### src/core/ddr4_init_pkg.sv
// Shared constants for the DDR4 reset and initialisation link
package ddr4_init_pkg;
	localparam int CLK_PERIOD_PS = 40000;
	localparam int T_RESET_COLD_NS = 200000;
	localparam int T_RESET_WARM_NS = 100;
	localparam int T_CKE_SETUP_NS = 10;
	localparam int T_INIT_NS = 500000;
	// Least times round up, never below one cycle
	function automatic int ns_to_cyc(input int ns);
		int c;
		c = (ns * 1000 + CLK_PERIOD_PS - 1) / CLK_PERIOD_PS;
		return (c < 1) ? 1 : c;
	endfunction
	localparam int RESET_COLD_CYC = ns_to_cyc(T_RESET_COLD_NS);
	localparam int RESET_WARM_CYC = ns_to_cyc(T_RESET_WARM_NS);
	localparam int CKE_SETUP_CYC = ns_to_cyc(T_CKE_SETUP_NS);
	localparam int INIT_WAIT_CYC = ns_to_cyc(T_INIT_NS);
	// Link clock: pclk cycles per half period, 320 ns period
	localparam int CK_HALF = 4;
	// Waits in link clock periods; each must be at least 2
	localparam int T_XPR_CK = 5;
	localparam int T_MRD_CK = 8;
	localparam int T_MOD_CK = 24;
	localparam int T_DLLK_CK = 512;
	localparam int T_ZQINIT_CK = 1024;
	localparam int T_ZQDLL_CK = (T_DLLK_CK > T_ZQINIT_CK) ? T_DLLK_CK : T_ZQINIT_CK;
	localparam int CNT_W = 16;
	localparam int A_W = 14;
	localparam int ROW_W = 15;
	localparam int COL_W = 10;
	localparam int NUM_MR = 7;
	localparam int NUM_BANK = 8;
	localparam logic [2:0] MR_ORDER [NUM_MR] = '{3'h3, 3'h6, 3'h5, 3'h4, 3'h2, 3'h1, 3'h0};
	localparam logic [2:0] MR_LAST_STEP = 3'h6;
	// Reset value of every mode register; all defaulted fields read 0
	localparam logic [A_W-1:0] MR_DEFAULT = 14'h0000;
	localparam int MR3_GEARDOWN_BIT = 3;
	localparam int MR3_PDA_BIT = 4;
	localparam int MR4_MPS_BIT = 1;
	localparam int MR4_CAL_LSB = 6;
	localparam int MR5_PAR_LSB = 0;
	localparam int MR1_RTT_LSB = 8;
	localparam int MR0_BL_LSB = 0;
	localparam logic [1:0] BL_OTF = 2'h1;
	localparam logic [1:0] BL_BC4 = 2'h2;
	localparam int AP_BIT = 10;
	localparam int BC_BIT = 12;
	localparam logic [3:0] BL8_BEATS = 4'h8;
	localparam logic [3:0] BC4_BEATS = 4'h4;
	// Command codes on {act_n, ras_n, cas_n, we_n} with cs_n low
	localparam logic [3:0] CMD_MRS = 4'h8;
	localparam logic [3:0] CMD_ZQ = 4'hE;
	localparam logic [3:0] CMD_RD = 4'hD;
	localparam logic [3:0] CMD_WR = 4'hC;
	// APB register map of the controller
	localparam logic [7:0] REG_CTRL = 8'h00;
	localparam logic [7:0] REG_STATUS = 8'h04;
	localparam logic [7:0] REG_MR_BASE = 8'h10;
	localparam int CTRL_COLD = 0;
	localparam int CTRL_WARM = 1;
	localparam int CTRL_ODT = 2;
	localparam int STAT_BUSY = 0;
	localparam int STAT_DONE = 1;
endpackage

### src/core/ddr4_link_if.sv
// Link between the memory controller and the DRAM
`timescale 1ns/1ps
interface ddr4_link_if;
	import ddr4_init_pkg::*;
	logic reset_n;
	logic cke;
	logic ck;
	logic odt;
	logic cs_n;
	logic act_n;
	logic ras_n;
	logic cas_n;
	logic we_n;
	logic bg;
	logic [1:0] ba;
	logic [A_W-1:0] addr;
	logic connectivity_test_enable;
	modport ctl (output reset_n, cke, ck, odt, cs_n, act_n, ras_n, cas_n, we_n, bg, ba, addr,
		connectivity_test_enable);
	modport dev (input reset_n, cke, ck, odt, cs_n, act_n, ras_n, cas_n, we_n, bg, ba, addr,
		connectivity_test_enable);
endinterface

### src/core/link_sync.sv
// Two-flop synchroniser for a bundle of link inputs
`timescale 1ns/1ps
module link_sync #(
	parameter int W = 1
)(
	input wire logic pclk,
	input wire logic presetn,
	input wire logic [W-1:0] d,
	output logic [W-1:0] q
);
	logic [W-1:0] meta_r;

	// First stage feeds only the second
	always_ff @(posedge pclk or negedge presetn)
	begin
		if (!presetn)
		begin
			meta_r <= '0;
			q <= '0;
		end
		else
		begin
			meta_r <= d;
			q <= meta_r;
		end
	end
endmodule

### src/core/ddr4_dev_end.sv
// DRAM end: reset defaults, termination state, mode loads and access decode
`timescale 1ns/1ps
module ddr4_dev_end import ddr4_init_pkg::*; #(
	parameter int INIT_WAIT_CYC_P = INIT_WAIT_CYC
)(
	input wire logic pclk,
	input wire logic presetn,
	ddr4_link_if.dev link,
	output logic term_hiz,
	output logic term_on,
	output logic ready,
	output logic gear_down_quarter,
	output logic pda_enable,
	output logic max_power_save,
	output logic cs_latency_on,
	output logic parity_latency_on,
	output logic acc_valid,
	output logic acc_write,
	output logic acc_auto_pre,
	output logic [3:0] acc_beats,
	output logic act_valid,
	output logic act_bank_group,
	output logic [1:0] act_bank,
	output logic [ROW_W-1:0] act_row,
	output logic [COL_W-1:0] acc_col,
	output logic [NUM_BANK-1:0] open_banks
);
	typedef enum logic [2:0] {D_RESET, D_PRE, D_INIT, D_ZQ, D_READY} dev_state_t;
	// Nine single pins, bank group, two bank bits, then the address
	localparam int SW = 12 + A_W;
	dev_state_t state_r;
	logic [SW-1:0] s;
	logic ck_q_r;
	logic [CNT_W-1:0] cnt_r;
	logic [CNT_W-1:0] icnt_r;
	logic [A_W-1:0] mr_r [NUM_MR];

	link_sync #(.W(SW)) u_sync (
		.pclk(pclk),
		.presetn(presetn),
		.d({link.reset_n, link.cke, link.ck, link.odt, link.cs_n, link.act_n, link.ras_n,
			link.cas_n, link.we_n, link.bg, link.ba, link.addr}),
		.q(s)
	);

	// Named views of the synchronised link
	wire rst_n_s = s[SW-1];
	wire cke_s = s[SW-2];
	wire ck_s = s[SW-3];
	wire odt_s = s[SW-4];
	wire cs_n_s = s[SW-5];
	wire [3:0] cmd_s = s[SW-6 -: 4];
	wire bg_s = s[A_W+2];
	wire [1:0] ba_s = s[A_W+1 -: 2];
	wire [A_W-1:0] addr_s = s[A_W-1:0];
	wire ck_rise = ck_s & ~ck_q_r;
	wire cmd_take = ck_rise & ~cs_n_s;
	wire [2:0] mr_sel = {bg_s, ba_s};
	wire [2:0] bank_idx = {bg_s, ba_s};
	wire [2:0] nominal_termination_setting = mr_r[1][MR1_RTT_LSB +: 3];
	wire [1:0] bl_mode = mr_r[0][MR0_BL_LSB +: 2];
	// Eight pin beats per 8n core word, two per clock
	wire [3:0] beats = (bl_mode == BL_BC4) ? BC4_BEATS :
		(bl_mode == BL_OTF && !addr_s[BC_BIT]) ? BC4_BEATS : BL8_BEATS;
	wire is_rdwr = (cmd_s == CMD_RD) || (cmd_s == CMD_WR);

	always_ff @(posedge pclk or negedge presetn)
	begin
		if (!presetn)
			ck_q_r <= 1'b0;
		else
			ck_q_r <= ck_s;
	end

	// Mode register images; defaults restored on every reset
	always_ff @(posedge pclk or negedge presetn)
	begin
		if (!presetn)
		begin
			for (int i = 0; i < NUM_MR; i++)
				mr_r[i] <= MR_DEFAULT;
		end
		else if (!rst_n_s)
		begin
			for (int i = 0; i < NUM_MR; i++)
				mr_r[i] <= MR_DEFAULT;
		end
		else if (cmd_take && cmd_s == CMD_MRS && (state_r == D_INIT || state_r == D_READY)
			&& mr_sel < 3'(NUM_MR))
			mr_r[mr_sel] <= addr_s;
	end

	// Internal initialisation runs on pclk, link clock not needed
	always_ff @(posedge pclk or negedge presetn)
	begin
		if (!presetn)
			icnt_r <= '0;
		else if (!rst_n_s)
			icnt_r <= CNT_W'(INIT_WAIT_CYC_P);
		else if (icnt_r != '0)
			icnt_r <= icnt_r - 1'b1;
	end

	// Init and access state machine
	always_ff @(posedge pclk or negedge presetn)
	begin
		if (!presetn)
		begin
			state_r <= D_RESET;
			term_hiz <= 1'b1;
			ready <= 1'b0;
			cnt_r <= '0;
			open_banks <= '0;
			acc_valid <= 1'b0;
			acc_write <= 1'b0;
			acc_auto_pre <= 1'b0;
			acc_beats <= BL8_BEATS;
			acc_col <= '0;
			act_valid <= 1'b0;
			act_bank_group <= 1'b0;
			act_bank <= '0;
			act_row <= '0;
		end
		else if (!rst_n_s)
		begin
			state_r <= D_RESET;
			term_hiz <= 1'b1;
			ready <= 1'b0;
			open_banks <= '0;
			acc_valid <= 1'b0;
			act_valid <= 1'b0;
		end
		else
		begin
			acc_valid <= 1'b0;
			act_valid <= 1'b0;
			case (state_r)
				D_RESET:
					state_r <= D_PRE;
				D_PRE:
					if (ck_rise && cke_s)
					begin
						term_hiz <= 1'b0;
						state_r <= D_INIT;
					end
				D_INIT:
					if (cmd_take && cmd_s == CMD_ZQ && addr_s[AP_BIT])
					begin
						cnt_r <= CNT_W'(T_ZQDLL_CK);
						state_r <= D_ZQ;
					end
				D_ZQ:
					if (ck_rise)
					begin
						if (cnt_r > 1'b1)
							cnt_r <= cnt_r - 1'b1;
						else if (icnt_r == '0)
						begin
							ready <= 1'b1;
							open_banks <= '0;
							state_r <= D_READY;
						end
					end
				D_READY:
					if (cmd_take && !s[SW-6])
					begin
						act_valid <= 1'b1;
						act_bank_group <= bg_s;
						act_bank <= ba_s;
						act_row <= {cmd_s[0], addr_s};
						open_banks[bank_idx] <= 1'b1;
					end
					else if (cmd_take && is_rdwr && open_banks[bank_idx])
					begin
						acc_valid <= 1'b1;
						acc_write <= (cmd_s == CMD_WR);
						acc_auto_pre <= addr_s[AP_BIT];
						acc_beats <= beats;
						acc_col <= addr_s[COL_W-1:0];
						if (addr_s[AP_BIT])
							open_banks[bank_idx] <= 1'b0;
					end
				default:
					state_r <= D_RESET;
			endcase
		end
	end

	// Decoded defaults and termination state
	always_ff @(posedge pclk or negedge presetn)
	begin
		if (!presetn)
		begin
			term_on <= 1'b0;
			gear_down_quarter <= 1'b0;
			pda_enable <= 1'b0;
			max_power_save <= 1'b0;
			cs_latency_on <= 1'b0;
			parity_latency_on <= 1'b0;
		end
		else
		begin
			term_on <= ~term_hiz & odt_s & (nominal_termination_setting != 3'h0);
			gear_down_quarter <= mr_r[3][MR3_GEARDOWN_BIT];
			pda_enable <= mr_r[3][MR3_PDA_BIT];
			max_power_save <= mr_r[4][MR4_MPS_BIT];
			cs_latency_on <= |mr_r[4][MR4_CAL_LSB +: 3];
			parity_latency_on <= |mr_r[5][MR5_PAR_LSB +: 3];
		end
	end
endmodule

### src/flat_wrapper.sv
// flat-port wrapper written by rule: the top's interface ports become plain ports
module ddr4_dev_end_flat import ddr4_init_pkg::*;
#(
	parameter int INIT_WAIT_CYC_P = INIT_WAIT_CYC
)
  (pclk, presetn, term_hiz, term_on, ready, gear_down_quarter, pda_enable, max_power_save, cs_latency_on, parity_latency_on, acc_valid, acc_write, acc_auto_pre, acc_beats, act_valid, act_bank_group, act_bank, act_row, acc_col, open_banks, link_reset_n, link_cke, link_ck, link_odt, link_cs_n, link_act_n, link_ras_n, link_cas_n, link_we_n, link_bg, link_ba, link_addr, link_connectivity_test_enable);
  ddr4_link_if link_i ();
  input wire logic pclk;
  input wire logic presetn;
  output logic term_hiz;
  output logic term_on;
  output logic ready;
  output logic gear_down_quarter;
  output logic pda_enable;
  output logic max_power_save;
  output logic cs_latency_on;
  output logic parity_latency_on;
  output logic acc_valid;
  output logic acc_write;
  output logic acc_auto_pre;
  output logic [3:0] acc_beats;
  output logic act_valid;
  output logic act_bank_group;
  output logic [1:0] act_bank;
  output logic [ROW_W-1:0] act_row;
  output logic [COL_W-1:0] acc_col;
  output logic [NUM_BANK-1:0] open_banks;
  input wire logic [$bits(link_i.reset_n)-1:0] link_reset_n;
  input wire logic [$bits(link_i.cke)-1:0] link_cke;
  input wire logic [$bits(link_i.ck)-1:0] link_ck;
  input wire logic [$bits(link_i.odt)-1:0] link_odt;
  input wire logic [$bits(link_i.cs_n)-1:0] link_cs_n;
  input wire logic [$bits(link_i.act_n)-1:0] link_act_n;
  input wire logic [$bits(link_i.ras_n)-1:0] link_ras_n;
  input wire logic [$bits(link_i.cas_n)-1:0] link_cas_n;
  input wire logic [$bits(link_i.we_n)-1:0] link_we_n;
  input wire logic [$bits(link_i.bg)-1:0] link_bg;
  input wire logic [$bits(link_i.ba)-1:0] link_ba;
  input wire logic [$bits(link_i.addr)-1:0] link_addr;
  input wire logic [$bits(link_i.connectivity_test_enable)-1:0] link_connectivity_test_enable;
  assign link_i.reset_n = link_reset_n;
  assign link_i.cke = link_cke;
  assign link_i.ck = link_ck;
  assign link_i.odt = link_odt;
  assign link_i.cs_n = link_cs_n;
  assign link_i.act_n = link_act_n;
  assign link_i.ras_n = link_ras_n;
  assign link_i.cas_n = link_cas_n;
  assign link_i.we_n = link_we_n;
  assign link_i.bg = link_bg;
  assign link_i.ba = link_ba;
  assign link_i.addr = link_addr;
  assign link_i.connectivity_test_enable = link_connectivity_test_enable;
  ddr4_dev_end #(.INIT_WAIT_CYC_P(INIT_WAIT_CYC_P)) u_core (.pclk(pclk), .presetn(presetn), .link(link_i), .term_hiz(term_hiz), .term_on(term_on), .ready(ready), .gear_down_quarter(gear_down_quarter), .pda_enable(pda_enable), .max_power_save(max_power_save), .cs_latency_on(cs_latency_on), .parity_latency_on(parity_latency_on), .acc_valid(acc_valid), .acc_write(acc_write), .acc_auto_pre(acc_auto_pre), .acc_beats(acc_beats), .act_valid(act_valid), .act_bank_group(act_bank_group), .act_bank(act_bank), .act_row(act_row), .acc_col(acc_col), .open_banks(open_banks));
endmodule
### config.mk
export PLATFORM = sky130hd
export DESIGN_NAME = ddr4_dev_end_flat
export DESIGN_NICKNAME = d
export VERILOG_FILES = /design/src/core/ddr4_init_pkg.sv /design/src/core/ddr4_link_if.sv /design/src/core/link_sync.sv /design/src/core/ddr4_dev_end.sv /design/src/flat_wrapper.sv
export SDC_FILE = /design/constraint.sdc
export NUM_CORES = 1
export LEC_CHECK = 0
export ABC_AREA = 1
export BUFFER_PORTS_ARGS = -buffer_cell sky130_fd_sc_hd__buf_2
export CORE_UTILIZATION = 45
export CTS_CLUSTER_SIZE = 8
export DETAILED_ROUTE_END_ITERATION = 8
export GPL_TIMING_DRIVEN = 0
export PLACE_DENSITY = 0.75
export SETUP_SLACK_MARGIN = 0.5
export SLEW_MARGIN = 20
export SYNTH_ARGS = -nofsm -noshare
export SYNTH_HDL_FRONTEND = slang
export SYNTH_SLANG_ARGS = --single-unit
### constraint.sdc
create_clock -name pclk -period 3.6 [get_ports pclk]
set_input_delay 0.72 -clock pclk [delete_from_list [all_inputs] [get_ports pclk]]
set_output_delay 0.72 -clock pclk [all_outputs]
set_load 0.01 [all_outputs]
==> out/metrics.yaml, run 1 <==
synth:
  ys_types: 46
  synth.cell_area_sq_um: 6512
  synthCells: 710
  synth.avg_cell_area_sq_um: 9.173
  ys_seq_area_frac: 0.5844
  yosys_warnings: 0
  ys_seq_elements: 152
clock_tree:
  cts_tree: "done"
  htreeDepth: 4
  clock_latency_ns: 0.42
  cts_hold_buf: 0
  clk_pin_slew_worst_paths_ns: 0.07
  post_cts.repair.setup_buffers: 0
  cts-root-buf: "clkbuf_16"
  cts_resized: 0
  cts.sinks: 152
  cts_max_path_buffers: 2
  cts_buffers: 17
cells_and_area:
  layout.nets: 840
  final_cell_mix: "nand2_1, dfrtp_1, buf_2, nor2_1, inv_1"
  area_delta_synth_final_pct: 19.29
  stdcell_area_sq_um: 7769
  final_common_cell: "nand2_1"
  fill_cells: 1280
  n_antenna_cell: 0
  drive_above_1_share: 0.2168
grt:
  antenna_found_initial: 0
  use_met1: 0.2702
  grt_use_met2: 0.3027
  top_usage_layer: "met2"
  grt_max_degree: 96
  grt.overflow.total: 0
  grt_pass1_wl_microns: 22470
  first_global_vias: 4657
  grt_usage: 0.1968
  grt_use_met3: 0.04647
routing:
  wl_microns: 13680
  vias: 4989
  drtIter0Drc: 366
  ant_nets: 0
  drc: 0
  viasPerCell: 4.984
  wl_per_cell_microns: 13.67
  firstDrtPassIters: 5
die:
  io_pins: 81
  die_h_microns: 122.3
  core_area_sq_um: 13990
  num_rows: 43
  dieArea_sq_um: 14960
  initial_utilization: 0.4656
  die_w_microns: 122.3
critical_path:
  crit_fanout: 9
  rr_worst_depth: 11
  cp.required_ns: 3.91
  start_kind: "flip-flop"
  arrival_ns: 2.31
  crit_path_end_kind: "flip-flop"
  path_class: "flip-flop to flip-flop"
sta:
  fmax_mhz: 500.0
  tightest_slew_ns: 0.5695
  period_share: 0.5556
  rsz0062_at_grt: "false"
  finalClockSkew_ns: 0.007732
  layout_setup_ws_ns: 1.600
  whs_ns: 0.2176
  slew_headroom: 0.6163
  setup_violations: 0
  slew_violations: 0
  hold_viol: 0
  period_minus_slack_ns: 2.000
placement:
  hpwl_microns: 9505
  place.gp.congestion: 0.8825
  io_buffers: 77
  place_ws_ns: 1.592
  placed_area_sq_um: 7164
power:
  ir_drop_mv: 0.3313
  p_per_area_nw_per_um2: 626.1
  p_leak_nw: 4.018
flow_run:
  cap_violations: 0
status:
  status: "finished clean"
worst_hold_path:
  hold_class: "input pin to asynchronous set/reset pin"
==> report_power, final <==
part	switching, W	leakage [nW]	internal, W	total [W]
logic	0.000721	1.78	0.000414	0.00113
registers	0.000113	1.95	0.00183	0.00195
clock network	0.000787	0.287	0.000995	0.00178
total	0.00162	4.02	0.00324	0.00486
==> synth_stat cells, drive strengths merged <==
cell type  number  share of area
nand2         220           0.13
dfrtp         150           0.58
nor2           84          0.061
inv            65          0.037
nand3          38          0.033
o21ai          37          0.028
nand4          20          0.020
nor3           20          0.020
a21oi          16          0.014
xor2           16          0.022
buf            15          0.016
ha              3         0.0058
o31ai           3         0.0035
a211oi          2         0.0023
clkbuf          2         0.0012
dfstp           2         0.0081
nor3b           2         0.0023
o21a            2         0.0023
o22ai           2         0.0029
or3             2         0.0019
xnor2           2         0.0027
clkinv          1        0.00058
conb            1        0.00058
nand3b          1         0.0012
nor4            1        0.00096
nor4b           1         0.0013
o21bai          1         0.0012
or2             1        0.00096
==> layout make-up <==
cell class | instances | area (sq um) | area share
Sequential cell | 152 | 3806 | 0.4899
Multi-Input combinational cell | 476 | 2350 | 0.3025
Clock buffer | 17 | 425.4 | 0.05476
Timing Repair Buffer | 78 | 422.9 | 0.05444
Inverter | 66 | 247.7 | 0.03189
Tap cell | 180 | 225.2 | 0.02899
Clock inverter | 15 | 178.9 | 0.02303
Buffer | 17 | 112.6 | 0.01450
==> worst max-delay path: stages (launching register included) <==
cell     delay [ns]
dfrtp_1        0.38
inv_1          0.11
ha_1           0.24
nand2_1        0.12
nor2_1         0.14
nand3_2        0.17
nor2_2         0.21
nor2_1         0.12
nor2_8         0.17
nand2_4        0.11
nand2_1        0.07
nand2_1        0.05
==> state kept, by name (all words and copies together), names as in the netlist, 2 cells and up <==
signal and cells:
u_core.state_r 3, u_core.icnt_r 16, u_core.cnt_r 16, u_core.acc_col 10, u_core.act_row 15, u_core.u_sync.q 26, u_core.bl_mode 2, u_core.open_banks 8
u_core.u_sync.meta_r 26, u_core.act_bank 2, u_core.acc_beats 2, u_core.mr_r 12
==> worst paths after layout <==
check | startpoint | to | slack, ns
setup / recovery | u_core.icnt_r[0] | u_core.open_banks[2] | 1.60
hold / removal | presetn | u_core.icnt_r[7] | 0.22
setup reg to reg | u_core.icnt_r[0] | u_core.open_banks[2] | 1.60
hold reg to reg | u_core.u_sync.meta_r[9] | u_core.u_sync.q[9] | 0.35
max in group asynchronous | presetn | u_core.acc_beats[3] | 2.55
min in group pclk | u_core.u_sync.meta_r[9] | u_core.u_sync.q[9] | 0.35
==> metal layers <==
layer  vias up  part of all wire
li1       2456                 -
met1      2384              0.47
met4         0             0.020
met5         -                 0
met2       128              0.46
met3        21             0.046
==> cells by family after synthesis <==
| logic type | after synthesis | synth area share |
|---|---|---|
| buffers and inverters | 83 | 0.05533 |
| other | 1 | 0.0005758 |
| DFF | 152 | 0.5844 |
| xor gates and xnor gates | 18 | 0.02421 |
| adders and majority gates | 3 | 0.005764 |
| AOI/OAI and AO/OA | 63 | 0.05456 |
| and+or+nand+nor | 390 | 0.2751 |
==> metrics by stage <==
stage	util	TNS [ns]	instances	total power (W)
after floorplan	-	0	711	0.002825
after global placement	0.5095	-57.12	968	0.003068
after detailed placement	0.5122	0	969	0.003091
after CTS	0.5554	0	1001	0.004906
after global routing	0.5554	0	1001	0.005148
final	0.5554	0	1001	0.004864
Note: power is estimated with default switching activity, not from simulation.
==> run 2: changes to the inputs <==
PLACE_DENSITY = 0.78   (was 0.75)
clock period = 1.75 ns   (was 3.6 ns; I/O delays follow)
==> run 2 against run 1 <==
Effect of this change: the flow now finishes with violations (negative hold slack, negative setup slack); non-clock buffer count is 145 higher; die area unchanged; register-to-register slack worse by 1.6 ns; via count is 26% higher; final area up 31%; global-route usage is 5.7 points higher; core utilization grew 17 points.
==> out/metrics.yaml, run 2 (synthesized netlist as in run 1, its figures left out) <==
flow_run:
  cap_violations: 0
cells_and_area:
  n_antenna_cell: 0
  final_cell_mix: "nand2_1, dfrtp_1, buf_4, buf_2, nand2_2"
  final_common_cell: "nand2_1"
  drive_above_1_share: 0.5000
  area_delta_synth_final_pct: 56.00
  final_cells: 1146
  stdcell_area_sq_um: 10160
  fill_cells: 845
  layout.nets: 986
  top_regs: "u_core.u_sync.meta_r (26), u_core.u_sync.q (26)"
worst_hold_path:
  hold_class: "input pin to asynchronous set/reset pin"
placement:
  placed_area_sq_um: 7353
  hpwl_microns: 9674
  placed_cells: 969
  io_buffers: 77
  place.gp.congestion: 0.8851
sta:
  hold_viol: 56
  period_minus_slack_ns: 1.774
  fmax_mhz: 563.8
  slew_headroom: 0.6071
  layout_setup_ws_ns: -0.02359
  setup_violations: 2
  rsz0062_at_grt: "true"
  period_share: 1.013
  tightest_slew_ns: 0.5893
  finalClockSkew_ns: 0.01243
  slew_violations: 0
  whs_ns: -0.1709
grt:
  grt_usage: 0.2542
  grt_pass1_wl_microns: 28860
  grt.overflow.total: 0
  antenna_found_initial: 0
  grt_max_degree: 97
  first_global_vias: 5855
clock_tree:
  htreeDepth: 4
  clock_latency_ns: 0.44
  cts.sinks: 152
  clk_pin_slew_worst_paths_ns: 0.07
  cts_tree: "done"
  cts_buffers: 17
  cts-root-buf: "clkbuf_16"
  cts_max_path_buffers: 2
status:
  failed_checks: "negative hold slack, negative setup slack"
  status: "finished with violations"
critical_path:
  crit_fanout: 8
  critical-path-max-stage-delay_ns: 0.39
  slowest_stage: "dfrtp_1"
  startpoint: "u_core.cnt_r[1]"
  crit_path_cell_trace: "inv_2 > ha_1 > inv_1 > nand2_1 > nand2_1 > nor2_2 > nand3_2 > nor2_4 > nor2_2 > nor2_8 > nand2_4 > nand2_1 > nand2_1"
  r2r_slack_ns: -0.02
  rr_worst_depth: 13
  worst_r2r_endpoint: "u_core.open_banks[6]"
  path_class: "flip-flop to flip-flop"
  r2r_start: "u_core.cnt_r[1]"
  cp.required_ns: 2.07
  arrival_ns: 2.09
  crit_top_cell: "nand2_1"
  crit_path_end_kind: "flip-flop"
  start_kind: "flip-flop"
routing:
  drtIter0Drc: 572
  ant_nets: 0
  firstDrtPassIters: 5
  viasPerCell: 5.483
  wl_per_cell_microns: 18.65
  vias: 6283
  wl_microns: 21370
  drc: 0
die:
  num_rows: 43
  die_h_microns: 122.3
  initial_utilization: 0.4656
  io_pins: 81
  die_w_microns: 122.3
  dieArea_sq_um: 14960
  core_area_sq_um: 13990
power:
  p_per_area_nw_per_um2: 1099
  p_leak_nw: 5.006
  ir_drop_mv: 0.8994
==> run 2: worst max path at each step <==
| stage | end | slack [ns] |
|---|---|---|
| floorplan | u_core.open_banks[2] | 0.15 |
| global placement | u_core.u_sync.q[13] | -1.86 |
| detailed placement | u_core.open_banks[5] | -0.06 |
| CTS | u_core.open_banks[7] | 0.03 |
| global route | u_core.open_banks[6] | -0.14 |
| finish | u_core.open_banks[6] | -0.02 |
==> run 2: layout make-up <==
cell class	count	area, sq um	area share
Clock buffer	18	429.2	0.04224
Multi-Input combinational cell	477	3223	0.3172
Timing Repair Buffer	223	1808	0.1780
Tap cell	180	225.2	0.02217
Sequential cell	152	3817	0.3757
Buffer	17	187.7	0.01847
Clock inverter	13	170.2	0.01675
Inverter	66	299.0	0.02943
==> run 2: routing by layer <==
layer / share of wire / vias to the layer above / GRT usage / wire length (microns)
li1: - / 2771 / - / -
met1: 0.36 / 3031 / 0.3032 / 7705
met2: 0.51 / 361 / 0.4308 / 10970
met3: 0.070 / 120 / 0.05669 / 1496
met4: 0.056 / 0 / 0.1288 / 1198
met5: 0 / - / 0 / 0
==> run 2: report_power, final <==
part           switching (W)  internal, W  total [W]
registers           0.000260      0.00378    0.00404
clock network        0.00158      0.00226    0.00384
logic                0.00198      0.00131    0.00329
total                0.00382      0.00734     0.0112
==> run 2: metrics by stage <==
stage          TNS [ns]  utilization  hold slack, ns  setup WS, ns  power (W)
5_1_grt          -1.582       0.7263         -0.1483       -0.1401    0.01163
4_1_cts               0       0.6743         -0.1476       0.02861    0.01065
6_report       -0.02495       0.7263         -0.1709      -0.02359    0.01116
3_3_place_gp    -279.61       0.5230          0.3324        -1.857   0.006400
3_5_place_dp    -0.7681       0.5257          0.3023      -0.05518   0.006436
2_1_floorplan         0            -         0.05441        0.1483   0.005916
==> run 2: critical path: cells and delay by family (launching register included) <==
kind / cells / cell delay, ns
adder cells (fa/ha/maj): 1 / 0.16
buffers and inverters: 2 / 0.13
flip-flops: 1 / 0.39
AND/OR/NAND/NOR: 10 / 0.99
==> run 2: timing repair <==
item                                   CTS  global route
cloned                                   9             1
gates resized for setup                160           119
endpoints found under the hold margin   56            56
setup endpoints to repair              142           143
setup buffers                          101            35
pin swaps                               46            30
